## src/potc_pkg.sv

```systemverilog
package potc_pkg;

  // ****************************************************************
  // register indices (byte address is four times the index)
  // ****************************************************************
  localparam logic [7:0] POTC_IDX_MODE    = 8'ha0; // output_mode_select
  localparam logic [7:0] POTC_IDX_TRIG    = 8'ha1; // trigger_channel_select
  localparam logic [7:0] POTC_IDX_EN_HI   = 8'ha2; // data_enable_high
  localparam logic [7:0] POTC_IDX_EN_LO   = 8'ha3; // data_enable_low
  localparam logic [7:0] POTC_IDX_NXT_G3  = 8'ha4; // next data, groups 3 (and 2 when shared)
  localparam logic [7:0] POTC_IDX_NXT_G1  = 8'ha5; // next data, groups 1 (and 0 when shared)
  localparam logic [7:0] POTC_IDX_NXT_G2  = 8'ha6; // next data, group 2 when split
  localparam logic [7:0] POTC_IDX_NXT_G0  = 8'ha7; // next data, group 0 when split
  localparam logic [7:0] POTC_IDX_STATUS  = 8'ha8; // live pattern outputs

  // ****************************************************************
  // field layout
  // ****************************************************************
  localparam int POTC_GROUPS    = 4;   // output groups
  localparam int POTC_GRP_W     = 4;   // bits per group
  localparam int POTC_CHANNELS  = 4;   // timer channels
  localparam int POTC_SEL_W     = 2;   // trigger select field width
  localparam int POTC_OUT_W     = 16;  // pattern outputs

  // ****************************************************************
  // values after reset and reserved read values
  // ****************************************************************
  localparam logic [3:0]  POTC_RST_NONOV  = 4'h0;
  localparam logic [7:0]  POTC_RST_TRIG   = 8'hff;  // every group on channel 3
  localparam logic [7:0]  POTC_RST_EN     = 8'h00;
  localparam logic [15:0] POTC_RST_NEXT   = 16'h0000;
  localparam logic [15:0] POTC_RST_OUT    = 16'h0000;
  localparam logic [3:0]  POTC_RSVD_NIB   = 4'hf;   // unused nibbles read as ones
  localparam logic [7:0]  POTC_RSVD_BYTE  = 8'hff;  // unused byte reads as ones

endpackage

```

## src/potc_top.sv

```systemverilog
// The implementer's own choice: the APB slave port.
`timescale 1ns/1ps
module potc_top
  import potc_pkg::*;
#(
  parameter int ADDR_W = 12
)
(
  input  wire logic                               pclk,
  input  wire logic                               presetn,
  input  wire logic                               psel,
  input  wire logic                               penable,
  input  wire logic                               pwrite,
  input  wire logic [ADDR_W-1:0]                  paddr,
  input  wire logic [31:0]                        pwdata,
  output logic      [31:0]                        prdata,
  output wire logic                               pready,
  output logic                                    pslverr,
  input  wire logic [potc_pkg::POTC_CHANNELS-1:0] cm_a,
  input  wire logic [potc_pkg::POTC_CHANNELS-1:0] cm_b,
  output logic      [potc_pkg::POTC_OUT_W-1:0]    pattern_out,
  output logic      [7:0]                         port_a_pin,
  output logic      [7:0]                         port_a_oe,
  output logic      [7:0]                         port_b_pin,
  output logic      [7:0]                         port_b_oe
);

  // ****************************************************************
  // elaboration check
  // ****************************************************************
  // the highest index needs ten address bits
  if (ADDR_W < 10)
  begin : g_bad_addr
    $error("potc_top: ADDR_W must be at least 10");
  end

  // ****************************************************************
  // registers
  // ****************************************************************
  logic [3:0]               grp_nonoverlap;  // per-group mode bits
  logic [7:0]               trig_sel;        // four 2-bit selects
  logic [7:0]               data_enable_low; // outputs 7..0
  logic [7:0]               data_enable_high;// outputs 15..8
  logic [POTC_OUT_W-1:0]    next_data;       // next pattern
  logic [POTC_OUT_W-1:0]    grp_out;         // gathered group outputs
  wire logic [POTC_OUT_W-1:0] enable_all;    // both enables, output order
  logic [31:0]              next_prdata;     // read mux result
  logic                     next_slverr;     // unmapped access

  // ****************************************************************
  // address decode
  // ****************************************************************
  wire logic [ADDR_W-3:0] word_idx;   // word index of the access
  wire logic              aligned;    // low address bits zero
  wire logic              setup;      // setup phase of a transfer
  wire logic              wr_en;      // write takes effect
  wire logic              hit_mode;
  wire logic              hit_trig;
  wire logic              hit_en_hi;
  wire logic              hit_en_lo;
  wire logic              hit_g3;
  wire logic              hit_g1;
  wire logic              hit_g2;
  wire logic              hit_g0;
  wire logic              hit_stat;
  wire logic              hit_any;
  wire logic              same_23;    // groups 2 and 3 share a trigger
  wire logic              same_01;    // groups 0 and 1 share a trigger

  assign word_idx  = paddr[ADDR_W-1:2];
  assign aligned   = (paddr[1:0] == 2'h0);
  assign setup     = psel && !penable;
  assign wr_en     = psel && penable && pwrite && hit_any;
  assign hit_mode  = aligned && (word_idx == (ADDR_W-2)'(POTC_IDX_MODE));
  assign hit_trig  = aligned && (word_idx == (ADDR_W-2)'(POTC_IDX_TRIG));
  assign hit_en_hi = aligned && (word_idx == (ADDR_W-2)'(POTC_IDX_EN_HI));
  assign hit_en_lo = aligned && (word_idx == (ADDR_W-2)'(POTC_IDX_EN_LO));
  assign hit_g3    = aligned && (word_idx == (ADDR_W-2)'(POTC_IDX_NXT_G3));
  assign hit_g1    = aligned && (word_idx == (ADDR_W-2)'(POTC_IDX_NXT_G1));
  assign hit_g2    = aligned && (word_idx == (ADDR_W-2)'(POTC_IDX_NXT_G2));
  assign hit_g0    = aligned && (word_idx == (ADDR_W-2)'(POTC_IDX_NXT_G0));
  assign hit_stat  = aligned && (word_idx == (ADDR_W-2)'(POTC_IDX_STATUS));
  assign hit_any   = hit_mode | hit_trig | hit_en_hi | hit_en_lo | hit_g3
                   | hit_g1 | hit_g2 | hit_g0 | hit_stat;

  // byte layout of next data follows the trigger pairing
  assign same_23 = (trig_sel[5:4] == trig_sel[7:6]);
  assign same_01 = (trig_sel[1:0] == trig_sel[3:2]);

  // zero wait states: read data is latched in the setup phase
  assign pready = 1'b1;

  // ****************************************************************
  // read mux
  // ****************************************************************
  always_comb
  begin
    next_prdata = 32'h0000_0000;
    next_slverr = !hit_any;
    if (hit_mode)
      next_prdata[7:0] = {POTC_RSVD_NIB, grp_nonoverlap};
    else if (hit_trig)
      next_prdata[7:0] = trig_sel;
    else if (hit_en_hi)
      next_prdata[7:0] = data_enable_high;
    else if (hit_en_lo)
      next_prdata[7:0] = data_enable_low;
    else if (hit_g3)
      // shared: whole upper byte; split: group 3 only
      next_prdata[7:0] = same_23 ? next_data[15:8]
                                 : {next_data[15:12], POTC_RSVD_NIB};
    else if (hit_g2)
      // shared: nothing lives here
      next_prdata[7:0] = same_23 ? POTC_RSVD_BYTE
                                 : {POTC_RSVD_NIB, next_data[11:8]};
    else if (hit_g1)
      next_prdata[7:0] = same_01 ? next_data[7:0]
                                 : {next_data[7:4], POTC_RSVD_NIB};
    else if (hit_g0)
      next_prdata[7:0] = same_01 ? POTC_RSVD_BYTE
                                 : {POTC_RSVD_NIB, next_data[3:0]};
    else if (hit_stat)
      next_prdata[POTC_OUT_W-1:0] = pattern_out;
    else
      next_prdata = 32'h0000_0000;
  end

  // read data and error captured at setup, stable through access
  always_ff @(posedge pclk or negedge presetn)
  begin
    if (!presetn)
    begin
      prdata  <= 32'h0000_0000;
      pslverr <= 1'b0;
    end
    else if (setup)
    begin
      prdata  <= pwrite ? 32'h0000_0000 : next_prdata;
      pslverr <= next_slverr;
    end
  end

  // ****************************************************************
  // control register writes
  // ****************************************************************
  // reserved bits of the mode register ignore writes
  always_ff @(posedge pclk or negedge presetn)
  begin
    if (!presetn)
    begin
      grp_nonoverlap   <= POTC_RST_NONOV;
      trig_sel         <= POTC_RST_TRIG;
      data_enable_low  <= POTC_RST_EN;
      data_enable_high <= POTC_RST_EN;
    end
    else if (wr_en)
    begin
      if (hit_mode)
        grp_nonoverlap <= pwdata[3:0];
      if (hit_trig)
        trig_sel <= pwdata[7:0];
      if (hit_en_lo)
        data_enable_low <= pwdata[7:0];
      if (hit_en_hi)
        data_enable_high <= pwdata[7:0];
    end
  end

  // ****************************************************************
  // next data writes
  // ****************************************************************
  // the slot a nibble lives in moves with the trigger pairing, but the
  // stored nibbles stay put, so next data survives a change of the selects
  always_ff @(posedge pclk or negedge presetn)
  begin
    if (!presetn)
      next_data <= POTC_RST_NEXT;
    else if (wr_en)
    begin
      if (hit_g3)
      begin
        next_data[15:12] <= pwdata[7:4];
        if (same_23)
          next_data[11:8] <= pwdata[3:0];
      end
      if (hit_g2 && !same_23)
        next_data[11:8] <= pwdata[3:0];
      if (hit_g1)
      begin
        next_data[7:4] <= pwdata[7:4];
        if (same_01)
          next_data[3:0] <= pwdata[3:0];
      end
      if (hit_g0 && !same_01)
        next_data[3:0] <= pwdata[3:0];
    end
  end

  // ****************************************************************
  // output groups
  // ****************************************************************
  // one vector so each group can take its own nibble of enables
  assign enable_all = {data_enable_high, data_enable_low};

  // match pulses are used as-is; a held level would retrigger
  for (genvar g = 0; g < POTC_GROUPS; g++)
  begin : g_grp
    potc_group u_grp (
      .pclk        (pclk),
      .presetn     (presetn),
      .cm_a        (cm_a),
      .cm_b        (cm_b),
      .trig_sel    (trig_sel[g*POTC_SEL_W +: POTC_SEL_W]),
      .nonoverlap  (grp_nonoverlap[g]),
      .next_bits   (next_data[g*POTC_GRP_W +: POTC_GRP_W]),
      .out_enable  (enable_all[g*POTC_GRP_W +: POTC_GRP_W]),
      .pattern_out (grp_out[g*POTC_GRP_W +: POTC_GRP_W])
    );
  end

  // ****************************************************************
  // pins
  // ****************************************************************
  // group flops already hold the value; these are plain renames
  always_comb
  begin
    pattern_out = grp_out;
    port_a_pin  = grp_out[7:0];
    port_a_oe   = data_enable_low;
    port_b_pin  = grp_out[15:8];
    port_b_oe   = data_enable_high;
  end

endmodule

```

## src/potc_group.sv

```systemverilog
`timescale 1ns/1ps
// one four-bit output group: trigger pick and output update
module potc_group
  import potc_pkg::*;
(
  input  wire logic                              pclk,
  input  wire logic                              presetn,
  input  wire logic [potc_pkg::POTC_CHANNELS-1:0] cm_a,
  input  wire logic [potc_pkg::POTC_CHANNELS-1:0] cm_b,
  input  wire logic [potc_pkg::POTC_SEL_W-1:0]    trig_sel,
  input  wire logic                              nonoverlap,
  input  wire logic [potc_pkg::POTC_GRP_W-1:0]    next_bits,
  input  wire logic [potc_pkg::POTC_GRP_W-1:0]    out_enable,
  output logic      [potc_pkg::POTC_GRP_W-1:0]    pattern_out
);

  // ****************************************************************
  // trigger selection
  // ****************************************************************
  wire logic                    hit_a;     // selected channel, match a
  wire logic                    hit_b;     // selected channel, match b
  wire logic [POTC_GRP_W-1:0]   rise_set;  // bits going high at match a
  wire logic [POTC_GRP_W-1:0]   fall_clr;  // bits going low at match b
  wire logic [POTC_GRP_W-1:0]   next_out;  // value for the next edge

  assign hit_a = cm_a[trig_sel];
  assign hit_b = cm_b[trig_sel];

  // non-overlap: ones only on a, zeros only on b, so a falling bit
  // and a rising bit stand high together only when match a comes before match b
  assign rise_set = out_enable & next_bits & {POTC_GRP_W{hit_a}};
  assign fall_clr = out_enable & ~next_bits & {POTC_GRP_W{hit_b}};

  // normal mode copies every enabled bit on match a only
  assign next_out = nonoverlap
                  ? ((pattern_out | rise_set) & ~fall_clr)
                  : (hit_a ? ((pattern_out & ~out_enable)
                              | (next_bits & out_enable))
                           : pattern_out);

  // ****************************************************************
  // output register
  // ****************************************************************
  // disabled bits hold their last value
  always_ff @(posedge pclk or negedge presetn)
  begin
    if (!presetn)
      pattern_out <= POTC_RST_OUT[POTC_GRP_W-1:0];
    else
      pattern_out <= next_out;
  end

endmodule

```

## config.mk

```make
export PLATFORM = sky130hd
export DESIGN_NAME = potc_top
export DESIGN_NICKNAME = d
export VERILOG_FILES = /design/src/potc_pkg.sv /design/src/potc_top.sv /design/src/potc_group.sv
export SDC_FILE = /design/constraint.sdc
export NUM_CORES = 1
export LEC_CHECK = 0
export BUFFER_PORTS_ARGS = -buffer_cell sky130_fd_sc_hd__buf_2
export CORE_MARGIN = 2
export CORE_UTILIZATION = 53
export CTS_BUF_LIST = sky130_fd_sc_hd__clkbuf_4
export DETAILED_ROUTE_END_ITERATION = 10
export GPL_ROUTABILITY_DRIVEN = 1
export PLACE_DENSITY = 0.83
export RECOVER_POWER = 100
export SLEW_MARGIN = 20
export SYNTH_ARGS = -nofsm -noshare
export SYNTH_HDL_FRONTEND = slang
export SYNTH_SLANG_ARGS = --single-unit
```

## constraint.sdc

```tcl
create_clock -name pclk -period 2.33 [get_ports pclk]
set_input_delay 0.3495 -clock pclk [delete_from_list [all_inputs] [get_ports pclk]]
set_output_delay 0.3495 -clock pclk [all_outputs]
set_load 0.02 [all_outputs]
```

==> impl_metrics.yaml <==
sta:
  finalSetupViolations: 0
  timing.max_slew.rel_slack_pct: 2.443
  max_clock_freq_mhz: 474.3
  final_period_minus_worst_setup_slack_ps: 2108
  drv_slew: 0
  timing.clock.skew_ps: 18.61
  final_number_of_hold_violating_endpoints: 0
  tns_ps: 0
  rsz_0062_raised_after_global_routing: "false"
  layout_worst_path_cycle_share_pct: 90.49
  timing_worst_slew_pin_value_ps: 1463
global_route:
  wire_length_of_the_first_global_routing_pass_mm: 18.00
  largest_net_degree_at_the_start_of_global_routing: 52
  grt.overflow.total: 0
  number_of_antenna_violations_at_the_first_check_in_global_routing: 0
  groute.usage.overall_pct: 26.99
  number_of_global_route_vias_before_repair: 3378
finish:
  most-common-layout-cells: "73 x sky130_fd_sc_hd__clkbuf_1, 69 x sky130_fd_sc_hd__dfrtp_1, 49 x sky130_fd_sc_hd__a21oi_1"
  antenna_cells: 0
  most_frequent_standard_cell_in_the_layout_excluding_fill_and_tap_cells: "sky130_fd_sc_hd__clkbuf_1"
  post_route_cells_drive_above_1_share_pct: 25.65
  net_count_reported_at_finish: 555
  area_growth_syn_to_layout_pct: 12.27
yosys:
  post-synth-top-area-cell: "sky130_fd_sc_hd__dfrtp_1"
  cell_variety_after_synth: 58
  synth-edff-count: 0
  avgSynthCellArea_sq_um: 10.78
  synth_area_sq_um: 4335
  synth_seq_area_share_pct: 44.68
  ys_dominant_reg_cell: "sky130_fd_sc_hd__dfrtp_1"
  synth.ff_latch_count: 77
  synthesis.instances: 402
  async_flop_share_pct: 100.0
  yosys.area.top_type_share_pct: 39.83
  yosysWarnings: 0
  netlist_top_cells_area: "sky130_fd_sc_hd__dfrtp_1 40%, sky130_fd_sc_hd__mux2_2 12%, sky130_fd_sc_hd__buf_4 5.9%"
detailed_routing:
  first_iter_violations: 347
  detailedRoute.firstPassIterationCount: 6
  final_antenna_net_count: 0
  average_wire_per_standard_cell_microns: 19.60
  route.detailed.drc: 0
  drt_wl_total_mm: 11.86
  routed_via_density: 5.987
  routed-via-count: 3622
clock_tree:
  cts_tree: "yes"
  cts_buffer_depth: 2
  clock_sinks: 77
  clk-insertion-delay-late_ps: 450
  clock_buffer_count_from_cts: 9
  cts_max_level: 3
  post_cts.resized_instances: 0
  clkTransAtPathRegs_ps: 130
  cts_root_buf: "sky130_fd_sc_hd__clkbuf_4"
critical_path:
  worst-endpoint-arrival_ps: 2440
  critPathKind: "reg -> reg"
  critical_path.max_stage_delay_ps: 690
  end_kind: "flop"
  worst_path_slowest_cell: "sky130_fd_sc_hd__dfstp_1"
  worstPathBufferInverterCount: 0
  critPathRequiredTime_ps: 2660
  category_of_cells_accounting_for_the_largest_share_of_critical_path_delay: "flip-flops"
  crit_chain: "xor2_1 > o21ai_0 > a21oi_1 > nand3_1 > mux2_2"
  cp_max_fo: 5
  setup.worst_path.start_class: "flop"
floorplan:
  ios: 139
  design.die.area_sq_um: 8920
  core-area_sq_um: 7807
  rows: 32
  dieWidth_microns: 94.45
  initial_utilization_pct: 55.53
  die_h_microns: 94.45
power_and_ir_drop:
  pwr_density_cell_nw_per_um2: 488.7
  power.leakage_uw: 0.002129
  total_power_after_layout_uw: 2378
  power.ir.vdd_worst_mv: 0.3309
placed_design:
  port-buffer-count: 97
  dp.final_hpwl_mm: 8.858
  gp_congestion: 0.9121
flow_run:
  number_of_max_cap_violations: 0
min_path:
  hold_path.class: "in -> reg"
run_status:
  status: "completed"
synth_stat cells, types with 5 or more instances:
master / number
sky130_fd_sc_hd__a21oi_1: 49
sky130_fd_sc_hd__nor2_1: 22
sky130_fd_sc_hd__o21ai_0: 13
sky130_fd_sc_hd__nand2_1: 28
sky130_fd_sc_hd__dfrtp_1: 69
sky130_fd_sc_hd__nand2b_1: 7
sky130_fd_sc_hd__buf_4: 34
sky130_fd_sc_hd__dfstp_2: 8
sky130_fd_sc_hd__mux4_2: 8
sky130_fd_sc_hd__mux2_2: 48
sky130_fd_sc_hd__clkbuf_1: 11
sky130_fd_sc_hd__a22o_1: 8
sky130_fd_sc_hd__nor2b_1: 5
sky130_fd_sc_hd__inv_1: 5
metrics by stage:
step | util [%] | worst slack (ps) | cells | cell area, sq um | hold slack [ps]
floorplan | - | 237.5 | 417 | 4392 | 53.91
global placement | 62.50 | 6.930 | 588 | 4880 | 281.6
detailed placement | 62.50 | 18.41 | 588 | 4880 | 287.8
CTS | 64.33 | 301.7 | 605 | 5022 | 190.9
global route | 62.34 | 103.6 | 605 | 4867 | 204.0
finish | 62.34 | 221.6 | 605 | 4867 | 203.0
cell type report:
type                            count  area, sq um
Clock buffer                        9        67.56
Tap cell                          102        127.6
Clock inverter                      7        65.06
Multi-Input combinational cell    284         2071
Inverter                            5        18.77
Timing Repair Buffer              121        580.6
Fill cell                         712         2940
Sequential cell                    77         1937
metal layers:
layer  up-vias  wire (microns)  track usage, %
met1      1781            5278           37.34
li1       1631               -               -
met2       178            5493           42.32
met3        32             808           5.028
met5         -               0               0
met4         0             275           10.75
worst register-to-register path, delay by kind of cell (launching register included):
| family | cells | cell delay (ps) |
|---|---|---|
| compound gates | 2 | 600 |
| xor+xnor | 1 | 120 |
| flops | 1 | 690 |
| mux | 1 | 360 |
| simple gates | 1 | 230 |
report_power, final:
part	leakage (uW)	switching [uW]	internal (uW)
logic	0.00101	160	66.1
registers	0.00105	2.38	1340
clock network	0.0000735	489	321
total	0.00213	651	1730
cell families after synthesis:
group | count (synthesis) | share of synthesized area, %
flip-flops | 77 | 44.68
AND/OR/NAND/NOR | 95 | 12.50
XOR/XNOR | 6 | 1.212
buffers and inverters | 56 | 7.936
AO/OA/AOI/OAI | 105 | 15.70
other | 2 | 0.1732
multiplexers | 61 | 17.81
path summary, 6_finish.rpt:
kind,start,to,slack [ps],cells past startpoint
min,pwdata[5],next_data[13],200,2
max reg2reg,trig_sel[4],next_data[11],220,5
max in group asynchronous,presetn,trig_sel[4],390,3
min reg2reg,pslverr,pslverr,510,2
min in group asynchronous,presetn,port_a_oe[0],790,2
max,trig_sel[4],next_data[11],220,5
what timing repair did:
| action | 4_1_cts | 5_1_grt |
|---|---|---|
| hold buffers | 1 | 0 |
| buffers inserted | 0 | 0 |
| endpoints found under the hold margin | 26 | 0 |
(Power assumes the default switching activity.)
